$ cat src/core/cief_pkg.sv
// package: register map, field positions and timing for the interrupt enable/flag block
package cief_pkg;
    // register byte addresses on the AXI4-Lite slave
    localparam logic [3:0] CIEF_ADDR_CONTROL = 4'h0;
    localparam logic [3:0] CIEF_ADDR_PENABLE = 4'h4;
    localparam logic [3:0] CIEF_ADDR_CONFIG = 4'h8;
    localparam logic [3:0] CIEF_ADDR_STATUS = 4'hC;
    // control register fields
    localparam int CIEF_GLOBAL_EN_BIT = 7;
    localparam int CIEF_PERIPH_EN_BIT = 6;
    localparam int CIEF_T0_EN_BIT = 5;
    localparam int CIEF_EXTIE_BIT = 4;
    localparam int CIEF_PCIE_BIT = 3;
    localparam int CIEF_T0_FLAG_BIT = 2;
    localparam int CIEF_EXTIF_BIT = 1;
    localparam int CIEF_PCIF_BIT = 0;
    // config register: edge select in bit 8, per-pin change enables in bits 7:0
    localparam int CIEF_EDGE_BIT = 8;
    localparam int CIEF_NPINS = 8;
    // reset values
    localparam logic [7:0] CIEF_CONTROL_RST = 8'h00;
    localparam logic [7:0] CIEF_PENABLE_RST = 8'h00;
    localparam logic [8:0] CIEF_CONFIG_RST = 9'h100;
    // instruction cycle: 4 phases, each one clock here
    localparam logic [1:0] CIEF_PHASES = 2'h3;
    localparam logic [1:0] CIEF_PHASE_Q4 = 2'h3;
    // synchronous latency in instruction cycles before the vector
    localparam logic [1:0] CIEF_SYNC_LAT = 2'h3;
    localparam logic [15:0] CIEF_VECTOR = 16'h0004;
    localparam logic [1:0] CIEF_RESP_OKAY = 2'h0;
    localparam logic [1:0] CIEF_RESP_SLVERR = 2'h2;
endpackage

$ cat src/core/cief_sync.sv
// two-flop synchroniser vector for asynchronous pins
`timescale 1ns/1ps
module cief_sync #(
    parameter int W = 1
) (
    input wire logic clk_i,
    input wire logic reset_i,
    input wire logic [W-1:0] d_i,
    output logic [W-1:0] q_o
);
    logic [W-1:0] meta_q;
    logic [W-1:0] sync_q;
    // first stage feeds only the second
    always_ff @(posedge clk_i or posedge reset_i) begin
        if (reset_i) begin
            meta_q <= '0;
            sync_q <= '0;
        end else begin
            meta_q <= d_i;
            sync_q <= meta_q;
        end
    end
    assign q_o = sync_q;
endmodule

$ cat src/core/cief_top.sv
// interrupt enable/flag logic with AXI4-Lite registers and sequencer handshake
// Overview of operation
// - vector three to four cycles after async event, exactly three after sync event
// - latency independent of one- or two-cycle instruction in progress
// - external flag may set anywhere in Q4 through Q1 phases
// - every flag sets on its condition regardless of any enable; here pin-change flag bit 0 sets only for pins with their per-pin enable set
// - global enable bit 7 allows unmasked interrupts, zero blocks all
// - peripheral enable bit 6 gates all peripheral sources
// - bit 5 enables timer 0 overflow interrupt
// - timer 0 overflow flag bit 2 sets on rollover, stays until cleared
// - bit 4 enables external pin interrupt
// - external flag bit 1 sets on event, cleared only by software
// - bit 3 enables pin-change interrupt; per-pin enables must also be set
// - pin-change flag bit 0 set while any enabled pin has changed
// - enable register bits 7..4: serial tx, serial rx, collision, sync port
// - enable register bits 3..0: capcomp 2, capcomp 1, timer 2, timer 1
// - taking interrupt clears global enable, pushes return, loads vector 0004h
// - return from interrupt sets global enable again
// - external edge select 1 means rising edge, 0 means falling
// - any reset clears global enable
//
// Implementation choices: the register offsets and register access over AXI4-Lite.
`timescale 1ns/1ps
module cief_top
    import cief_pkg::*;
(
    input wire logic clk_i,
    input wire logic reset_i,
    input wire logic [3:0] s_axi_awaddr_i,
    input wire logic s_axi_awvalid_i,
    output logic s_axi_awready_o,
    input wire logic [31:0] s_axi_wdata_i,
    input wire logic [3:0] s_axi_wstrb_i,
    input wire logic s_axi_wvalid_i,
    output logic s_axi_wready_o,
    output logic [1:0] s_axi_bresp_o,
    output logic s_axi_bvalid_o,
    input wire logic s_axi_bready_i,
    input wire logic [3:0] s_axi_araddr_i,
    input wire logic s_axi_arvalid_i,
    output logic s_axi_arready_o,
    output logic [31:0] s_axi_rdata_o,
    output logic [1:0] s_axi_rresp_o,
    output logic s_axi_rvalid_o,
    input wire logic s_axi_rready_i,
    input wire logic ext_pin_i,
    input wire logic [CIEF_NPINS-1:0] change_pins_i,
    input wire logic timer0_rollover_i,
    input wire logic [7:0] periph_flags_i,
    input wire logic [7:0] periph_flags2_req_i,
    input wire logic irq_taken_i,
    input wire logic return_from_irq_i,
    output logic irq_request_o,
    output logic irq_vector_o,
    output logic [15:0] vector_addr_o,
    output logic [1:0] phase_o
);
    import cief_pkg::*;

    logic [7:0] control_q, control_d;
    logic [7:0] penable_q, penable_d;
    logic [8:0] config_q, config_d;
    logic [CIEF_NPINS-1:0] pins_last_q, pins_last_d;
    logic ext_last_q, ext_last_d;
    logic [1:0] phase_q, phase_d;
    logic pend_q, pend_d;
    logic [1:0] lat_q, lat_d;
    logic req_q, req_d;
    logic vec_q, vec_d;
    logic [15:0] vaddr_q, vaddr_d;
    logic ext_s;
    logic [CIEF_NPINS-1:0] pins_s;
    logic awr_q, awr_d, wr_q, wr_d, bv_q, bv_d, arr_q, arr_d, rv_q, rv_d;
    logic [3:0] awaddr_q, awaddr_d;
    logic [31:0] wdata_q, wdata_d, rdata_q, rdata_d;
    logic [3:0] wstrb_q, wstrb_d;
    logic [1:0] bresp_q, bresp_d, rresp_q, rresp_d;
    logic aw_have_q, aw_have_d, w_have_q, w_have_d;
    logic wr_go, ext_edge, pc_flag, core_hit, per_hit, any_req, q4, ctl_wr;

    // pins are asynchronous to the core clock
    cief_sync #(.W(CIEF_NPINS + 1)) u_sync (
        .clk_i(clk_i), .reset_i(reset_i),
        .d_i({ext_pin_i, change_pins_i}),
        .q_o({ext_s, pins_s})
    );

    // axi write channel: address and data taken in either order
    always_comb begin
        awr_d = awr_q;
        wr_d = wr_q;
        bv_d = bv_q;
        bresp_d = bresp_q;
        aw_have_d = aw_have_q;
        w_have_d = w_have_q;
        awaddr_d = awaddr_q;
        wdata_d = wdata_q;
        wstrb_d = wstrb_q;
        if (s_axi_awvalid_i && awr_q) begin
            aw_have_d = 1'b1;
            awaddr_d = s_axi_awaddr_i;
            awr_d = 1'b0;
        end
        if (s_axi_wvalid_i && wr_q) begin
            w_have_d = 1'b1;
            wdata_d = s_axi_wdata_i;
            wstrb_d = s_axi_wstrb_i;
            wr_d = 1'b0;
        end
        if (wr_go) begin
            aw_have_d = 1'b0;
            w_have_d = 1'b0;
            bv_d = 1'b1;
            bresp_d = (awaddr_q[3:2] == CIEF_ADDR_STATUS[3:2]) ? CIEF_RESP_SLVERR
                                                              : CIEF_RESP_OKAY;
        end
        if (bv_q && s_axi_bready_i) begin
            bv_d = 1'b0;
            awr_d = 1'b1;
            wr_d = 1'b1;
        end
    end
    assign wr_go = aw_have_q && w_have_q && !bv_q;
    assign ctl_wr = wr_go && wstrb_q[0] && awaddr_q[3:2] == CIEF_ADDR_CONTROL[3:2];

    // axi read channel: one read in flight, data registered
    always_comb begin
        arr_d = arr_q;
        rv_d = rv_q;
        rdata_d = rdata_q;
        rresp_d = rresp_q;
        if (s_axi_arvalid_i && arr_q) begin
            arr_d = 1'b0;
            rv_d = 1'b1;
            rresp_d = CIEF_RESP_OKAY;
            unique case (s_axi_araddr_i[3:2])
                CIEF_ADDR_CONTROL[3:2]: rdata_d = {24'h000000, control_q};
                CIEF_ADDR_PENABLE[3:2]: rdata_d = {24'h000000, penable_q};
                CIEF_ADDR_CONFIG[3:2]: rdata_d = {23'h000000, config_q};
                CIEF_ADDR_STATUS[3:2]: rdata_d = {26'h0000000, vec_q, req_q, pend_q,
                                                  phase_q, ext_s};
            endcase
        end
        if (rv_q && s_axi_rready_i) begin
            rv_d = 1'b0;
            arr_d = 1'b1;
        end
    end

    // phase counter: Q1..Q4 of each instruction cycle, one clock per phase
    always_comb begin
        phase_d = (phase_q == CIEF_PHASES) ? 2'h0 : phase_q + 2'h1;
    end
    assign q4 = phase_q == CIEF_PHASE_Q4;

    // edge and change detection
    assign ext_edge = config_q[CIEF_EDGE_BIT] ? (ext_s && !ext_last_q)
                                              : (!ext_s && ext_last_q);
    assign pc_flag = |((pins_s ^ pins_last_q) & config_q[CIEF_NPINS-1:0]);

    // register file and flags; hardware set wins over software clear
    always_comb begin
        control_d = control_q;
        penable_d = penable_q;
        config_d = config_q;
        pins_last_d = pins_s;
        ext_last_d = ext_s;
        if (ctl_wr) begin
            control_d[7:1] = wdata_q[7:1];
        end
        if (wr_go && wstrb_q[0] && awaddr_q[3:2] == CIEF_ADDR_PENABLE[3:2]) begin
            penable_d = wdata_q[7:0];
        end
        if (wr_go && awaddr_q[3:2] == CIEF_ADDR_CONFIG[3:2]) begin
            config_d[7:0] = wstrb_q[0] ? wdata_q[7:0] : config_q[7:0];
            config_d[8] = wstrb_q[1] ? wdata_q[8] : config_q[8];
        end
        // change reference holds while a change is pending until software acks
        if (pc_flag && !(ctl_wr && !wdata_q[CIEF_PCIF_BIT])) begin
            pins_last_d = pins_last_q;
        end
        if (timer0_rollover_i) begin
            control_d[CIEF_T0_FLAG_BIT] = 1'b1;
        end
        if (ext_edge) begin
            control_d[CIEF_EXTIF_BIT] = 1'b1;
        end
        control_d[CIEF_PCIF_BIT] = pc_flag;
        if (irq_taken_i) begin
            control_d[CIEF_GLOBAL_EN_BIT] = 1'b0;
        end
        if (return_from_irq_i) begin
            control_d[CIEF_GLOBAL_EN_BIT] = 1'b1;
        end
    end

    // request qualification
    assign core_hit = (control_q[CIEF_T0_EN_BIT] && control_q[CIEF_T0_FLAG_BIT])
                    || (control_q[CIEF_EXTIE_BIT] && control_q[CIEF_EXTIF_BIT])
                    || (control_q[CIEF_PCIE_BIT] && control_q[CIEF_PCIF_BIT]);
    assign per_hit = control_q[CIEF_PERIPH_EN_BIT]
                   && ((|(periph_flags_i & penable_q)) || (|periph_flags2_req_i));
    assign any_req = control_q[CIEF_GLOBAL_EN_BIT] && (core_hit || per_hit);

    // latency: sample at Q4, whole instruction cycles; losing global enable cancels entry
    always_comb begin
        pend_d = pend_q;
        lat_d = lat_q;
        vec_d = 1'b0;
        vaddr_d = vaddr_q;
        req_d = any_req;
        if (!control_q[CIEF_GLOBAL_EN_BIT]) begin
            pend_d = 1'b0;
        end else if (q4) begin
            if (!pend_q && any_req) begin
                pend_d = 1'b1;
                lat_d = 2'h1;
            end else if (pend_q && lat_q == CIEF_SYNC_LAT - 2'h1) begin
                pend_d = 1'b0;
                vec_d = 1'b1;
                vaddr_d = CIEF_VECTOR;
            end else if (pend_q) begin
                lat_d = lat_q + 2'h1;
            end
        end
    end

    // state registers, all loaded with their reset values by reset; global enable cleared
    always_ff @(posedge clk_i or posedge reset_i) begin
        if (reset_i) begin
            control_q <= CIEF_CONTROL_RST;
            penable_q <= CIEF_PENABLE_RST;
            config_q <= CIEF_CONFIG_RST;
            pins_last_q <= '0;
            ext_last_q <= 1'b0;
            phase_q <= 2'h0;
            pend_q <= 1'b0;
            lat_q <= 2'h0;
            req_q <= 1'b0;
            vec_q <= 1'b0;
            vaddr_q <= 16'h0000;
            awr_q <= 1'b1;
            wr_q <= 1'b1;
            bv_q <= 1'b0;
            bresp_q <= CIEF_RESP_OKAY;
            aw_have_q <= 1'b0;
            w_have_q <= 1'b0;
            awaddr_q <= 4'h0;
            wdata_q <= 32'h00000000;
            wstrb_q <= 4'h0;
            arr_q <= 1'b1;
            rv_q <= 1'b0;
            rdata_q <= 32'h00000000;
            rresp_q <= CIEF_RESP_OKAY;
        end else begin
            control_q <= control_d;
            penable_q <= penable_d;
            config_q <= config_d;
            pins_last_q <= pins_last_d;
            ext_last_q <= ext_last_d;
            phase_q <= phase_d;
            pend_q <= pend_d;
            lat_q <= lat_d;
            req_q <= req_d;
            vec_q <= vec_d;
            vaddr_q <= vaddr_d;
            awr_q <= awr_d;
            wr_q <= wr_d;
            bv_q <= bv_d;
            bresp_q <= bresp_d;
            aw_have_q <= aw_have_d;
            w_have_q <= w_have_d;
            awaddr_q <= awaddr_d;
            wdata_q <= wdata_d;
            wstrb_q <= wstrb_d;
            arr_q <= arr_d;
            rv_q <= rv_d;
            rdata_q <= rdata_d;
            rresp_q <= rresp_d;
        end
    end

    assign s_axi_awready_o = awr_q;
    assign s_axi_wready_o = wr_q;
    assign s_axi_bvalid_o = bv_q;
    assign s_axi_bresp_o = bresp_q;
    assign s_axi_arready_o = arr_q;
    assign s_axi_rvalid_o = rv_q;
    assign s_axi_rdata_o = rdata_q;
    assign s_axi_rresp_o = rresp_q;
    assign irq_request_o = req_q;
    assign irq_vector_o = vec_q;
    assign vector_addr_o = vaddr_q;
    assign phase_o = phase_q;
endmodule

$ cat config.mk
export PLATFORM = sky130hd
export DESIGN_NAME = cief_top
export DESIGN_NICKNAME = d
export VERILOG_FILES = /design/src/core/cief_pkg.sv /design/src/core/cief_sync.sv /design/src/core/cief_top.sv
export SDC_FILE = /design/constraint.sdc
export NUM_CORES = 1
export LEC_CHECK = 0
export ABC_AREA = 0
export BUFFER_PORTS_ARGS = -buffer_cell sky130_fd_sc_hd__buf_4
export CORE_AREA = 2 2 87 109
export CTS_CLUSTER_DIAMETER = 50
export DETAILED_ROUTE_END_ITERATION = 12
export DIE_AREA = 0 0 89 111
export HOLD_SLACK_MARGIN = 0.05
export PLACE_DENSITY = 0.72
export REMOVE_ABC_BUFFERS = 1
export SYNTH_ARGS = -nofsm -noshare
export SYNTH_HDL_FRONTEND = slang
export SYNTH_HIERARCHICAL = 1
export SYNTH_SLANG_ARGS = --single-unit
$ cat constraint.sdc
create_clock -name clk_i -period 5.12 [get_ports clk_i]
set_input_delay 1.024 -clock clk_i [delete_from_list [all_inputs] [get_ports clk_i]]
set_output_delay 1.024 -clock clk_i [all_outputs]
set_load 0.02 [all_outputs]
Yosys cells after proc, flatten, opt, wreduce, memory -nomap -nowiden
Index checks and enable logic that the tools add are counted.

word-level totals
  memories kept = 0
  latch bits = 0
  bits in read-only memories = 0
  logic and storage cells = 133
  RAM bits = 0
  register bits = 116
  output and inout port bits = 61
  bits of input ports = 79

operators by class
  magnitude comparators = 0
  shift-type cells = 0
  bitwise gates (word level) = 4
  reductions and logical operators = 52
  multiplexer cells = 34
  equality and inequality tests = 11
  add/sub/neg operators = 2
  multipliers = 0
  div/mod/pow operators = 0

operators with widths
  kind                                                             count
  32-bit one-hot mux with 4 select lines                           1
  1-bit 2-to-1 mux                                                 27
  8-bit OR reduction                                               3
  1-bit logical AND                                                22
  2-bit nonzero test                                               9
  8-bit bitwise AND                                                2
  2-bit == test, second input constant                             6
  2-bit 2-to-1 mux                                                 5
  4-bit AND reduction                                              2
  8-bit XOR                                                        1
  7-bit 2-to-1 mux                                                 1
  1-bit zero test                                                  6
  2-bit AND reduction                                              3
  2-bit by 1-bit adder with 2-bit output, second input constant    2
  2-bit by 1-bit == test with 1-bit output, second input constant  2
  2-bit zero test                                                  2
  1-bit logical OR                                                 4
  3-bit by 1-bit != test with 1-bit output, second input constant  1
  3-bit nonzero test                                               1
  2-bit by 1-bit != test with 1-bit output, second input constant  1
  2-bit != test, second input constant                             1
  1-bit inverter                                                   1

Depth between registers and ports, before layout
  depth after elaboration = 10
  mapped depth = 6

Cells and area by module
Netlist, hierarchy kept.

by module, submodules not included
  module     cells each  area each (um^2)  instances
  cief_top   272         3432.0            1
  cief_sync  19          454.2             1

Least setup slack after synthesis
No wires, ideal clock.

  path type = input port to flip-flop
  from = input s_axi_araddr_i[2]
  to = register rdata_q[2], in the netlist s_axi_rdata_o[2]
  path buffers = 1
  arrival = 2222 ps
  setup slack = 2773 ps
  setup time = 125 ps
  stages on the path = 3
  cell sequence = clkbuf_1 mux4_2 mux2_2

between the ends
  longest elaborated chain between the ends = 2

ends and longest elaborated chain
  what                                         RTL line         RTL
  start: declaration                           cief_top.sv:39   input wire logic [3:0] s_axi_araddr_i,
  2-bit == test, or another cell as far along  cief_top.sv:136  unique case (s_axi_araddr_i[3:2])
  32-bit one-hot mux with 4 select lines (*)   cief_top.sv:136
  end signal: assignment                       cief_top.sv:278  rdata_q <= rdata_d;
  end: declaration                             cief_top.sv:75   logic [31:0] wdata_q, wdata_d, rdata_q, rdata_d;

Mark *: on every way between the ends. The rest lies on a longest branch, timed or not. The select of a mux whose other input is x is not followed.
A chain may end at the register's enable or synchronous reset.

Final worst setup path
  from = register bv_q, in the netlist s_axi_bvalid_o
  to = register pins_last_q[6]

between the ends
  longest elaborated chain between the ends = 7

ends and longest elaborated chain
  what                             RTL line         RTL
  start: declaration               cief_top.sv:73   logic awr_q, awr_d, wr_q, wr_d, bv_q, bv_d, arr_q, arr_d, rv_q, rv_d;
  start signal: assignment         cief_top.sv:269  bv_q <= bv_d;
  1-bit zero test                  cief_top.sv:123  assign wr_go = aw_have_q && w_have_q && !bv_q;
  1-bit logical AND                cief_top.sv:123
  1-bit logical AND (2 in series)  cief_top.sv:124  assign ctl_wr = wr_go && wstrb_q[0] && awaddr_q[3:2] == CIEF_ADDR_CONTROL[3:2];
  1-bit logical AND                cief_top.sv:179  if (pc_flag && !(ctl_wr && !wdata_q[CIEF_PCIF_BIT])) begin
  1-bit zero test                  cief_top.sv:179
  1-bit logical AND                cief_top.sv:179
  end signal: assignment           cief_top.sv:259  pins_last_q <= pins_last_d;
  end: declaration                 cief_top.sv:63   logic [CIEF_NPINS-1:0] pins_last_q, pins_last_d;

Every way passes these cells.

==> results.yml <==
status:
  status: "finished clean"
clock_tree:
  postCtsSetupBuffers: 0
  clk_latency_ps: 340
  post_cts_resized: 0
  clock-root-buffer: "clkbuf_16"
  numCtsBuffers: 9
  path_clk_slew_ps: 60
  clockBufferDepth: 2
  cts_max_level: 3
  cts_tree: "done"
  clock-sinks: 90
  cts_hold_buf: 0
timing:
  rsz0062_at_grt: "no"
  setup_viol: 0
  fin_setup_tns_ps: 0
  maxSlewHeadroom_pct: 41.0
  skew_ps: 12.8
  tightest_slew_ps: 885
  fmax_mhz: 431
  hold_viol_final: 0
  fin_crit_ps: 2320
  finalMaxSlewViolations: 0
  fin_crit_sh_pct: 45.3
  setup_ws_ps: 2800
  timing.hold.ws_ps: 346
synth:
  synth_area_leaders: "dfrtp_1 (55%), mux2_2 (14%), buf_4 (7.9%)"
  ys_warn_count: 6
  syn_avg_cell_area_um2: 13.4
  synth_largest_area_cell: "dfrtp_1"
  syn-cell-area_um2: 3890
  ys.flop_type: "dfrtp_1"
  synth_cell_type_count: 39
  synth-async-reset-ratio_pct: 100
  synth-seq-area-share_pct: 58.1
  synth_cells: 291
  netlist.area_leader.share_pct: 55.4
  synth-edff-count: 0
  synth_seq_cells: 90
grt:
  antenna_found_initial: 0
  grtUsageTotal_pct: 16.0
  grt_max_degree: 73
  grt_pass1_vias: 2496
  grt_overflow_total: 0
  grt_pass1_wl_um: 12000
routing:
  drtIter0Drc: 122
  dr_total_vias: 2324
  dr.pass1.iters: 4
  wirelength_um: 7330
  drt-wirelength-per-cell_um: 14.9
  post_drt_via_cell_ratio: 4.71
  ant_nets: 0
  drc: 0
critical_path:
  cp-end-kind: "register"
  arrival_ps: 2540
  r2r_setup_slack_ps: 2800
  crit_fanout: 9
  crit_required_ps: 5330
  crit_end: "pins_last_q[6]"
  path_class: "reg -> reg"
  timing.rr.start: "s_axi_bvalid_o"
  cp_slowest_stage_delay_ps: 770
  r2r_cells: 5
  reg2reg_to: "pins_last_q[6]"
  crit_path_cell_trace: "inv_1 > nand3_2 > or4b_1 > o21ai_4 > mux2_2"
  startpoint: "s_axi_bvalid_o"
  start_kind: "register"
  cp_slowest_cell: "or4b_1"
job:
  maxCapViolations: 0
worst_hold_path:
  min_path_type: "reg -> reg"
die:
  initial_core_util_pct: 43.3
  die_x_um: 89
  io_pins: 140
  coreArea_um2: 8980
  rows: 39
  fp.dieH_um: 111
  die-area_um2: 9880
place:
  place_area_um2: 4380
  dp_hpwl_um: 5290
  place.gp.congestion: 0.787
  portBuffers: 69
  pre_cts_ws_ps: 2730
power_and_ir_drop:
  powerDensity_nw_per_um2: 553
  ir_worst_vdd_mv: 0.219
  power_uw: 2590
  p_leak_uw: 0.00221
final_layout:
  layout-drive-gt1-share_pct: 39.5
  syn2layout_area_growth_pct: 20.2
  fillers: 779
  fin_area_um2: 4670
  diodes: 0
  num-nets-final: 446
-- cell usage after synthesis (2+ instances only) --
| master | n |
|---|---|
| o31ai_1 | 2 |
| buf_4 | 41 |
| mux4_2 | 6 |
| a21oi_1 | 5 |
| mux2i_1 | 5 |
| nor2_1 | 8 |
| ha_1 | 2 |
| clkbuf_1 | 4 |
| xor2_1 | 8 |
| mux2_2 | 48 |
| a22oi_1 | 8 |
| nor4_1 | 2 |
| dfrtp_1 | 86 |
| a31oi_1 | 2 |
| nand3_1 | 2 |
| dfstp_2 | 4 |
| o21ai_0 | 8 |
| nand4_1 | 2 |
| inv_1 | 10 |
| nand2_1 | 19 |
-- metrics by stage --
stage          util [%]  instances
6_report           52.0        493
5_1_grt            52.0        493
4_1_cts            52.0        493
3_5_place_dp       48.8        477
3_3_place_gp       48.8        477
2_1_floorplan         -        284
-- kinds of logic (layout without fill, tap and decap cells) --
kind of cell / count (synthesis) / in the layout / synth area share [%]
xor+xnor: 8 / 8 / 1.80
compound gates: 34 / 34 / 6.15
other cells: 1 / 41 / 0.0965
flops: 90 / 90 / 58.1
buf+inv: 57 / 96 / 9.66
fa+ha+maj: 2 / 2 / 0.644
mux: 59 / 59 / 18.7
simple gates: 40 / 40 / 4.89
-- critical path: cells and delay by family, from the launching register on --
family,cells,cell delay (ps)
buffers and inverters,1,130
muxes,1,380
DFF,1,390
and+or+nand+nor,2,920
AOI/OAI and AO/OA,1,380
-- layout make-up --
class	count	area, µm²	share of cell area, %
multi-input combinational	184	1400	30.0
sequential	90	2260	48.3
inverter	10	37.5	0.803
tap	123	154	3.29
clock inverter	5	61.3	1.31
clock buffer	11	233	4.98
timing repair buffer	70	526	11.2
-- where the power goes --
part,leakage (µW),internal [µW],switching (µW)
sequential,0.00109,970,213
clock,0.000144,382,269
combinational,0.000978,411,340
total,0.00221,1760,822
-- how the worst min path moves through the flow --
stage                                start       endpoint  slack [ps]  cells after the start
after global placement    u_sync/meta_q[0]  u_sync/q_o[0]         330                      0
final                     u_sync/meta_q[3]  u_sync/q_o[3]         350                      0
after detailed placement  u_sync/meta_q[3]  u_sync/q_o[3]         340                      0
after global routing      u_sync/meta_q[7]  u_sync/q_o[7]         350                      0
after floorplan           u_sync/meta_q[0]  u_sync/q_o[0]         330                      0
after CTS                 u_sync/meta_q[3]  u_sync/q_o[3]         350                      0
-- layout by cell type, fill, tap and decap left out, drive strengths merged, types with 5 or more instances in the layout --
cell / instances
conb: 41
a21oi: 5
clkbuf: 11
mux4: 6
mux2: 48
buf: 70
o21ai: 9
nor2: 8
inv: 12
mux2i: 5
dfrtp: 86
nand2: 19
xor2: 8
a22oi: 8
-- flip-flops by register name, summed over array words and instances (netlist names), 2 cells and up --
| register | count |
|---|---|
| control_q | 8 |
| s_axi_rdata_o | 9 |
| wdata_q | 9 |
| lat_q | 2 |
| wstrb_q | 2 |
| pins_last_q | 8 |
| u_sync/q_o | 9 |
| awaddr_q | 2 |
| config_q | 9 |
| u_sync/meta_q | 9 |
| phase_o | 2 |
| penable_q | 8 |
-- layer usage --
metal	global-route usage (%)	wire, µm
met5	0	0
met4	5.57	118
met3	5.06	398
met2	27.0	3900
met1	19.1	2910
No activity file was read; power rests on OpenSTA's default activity.
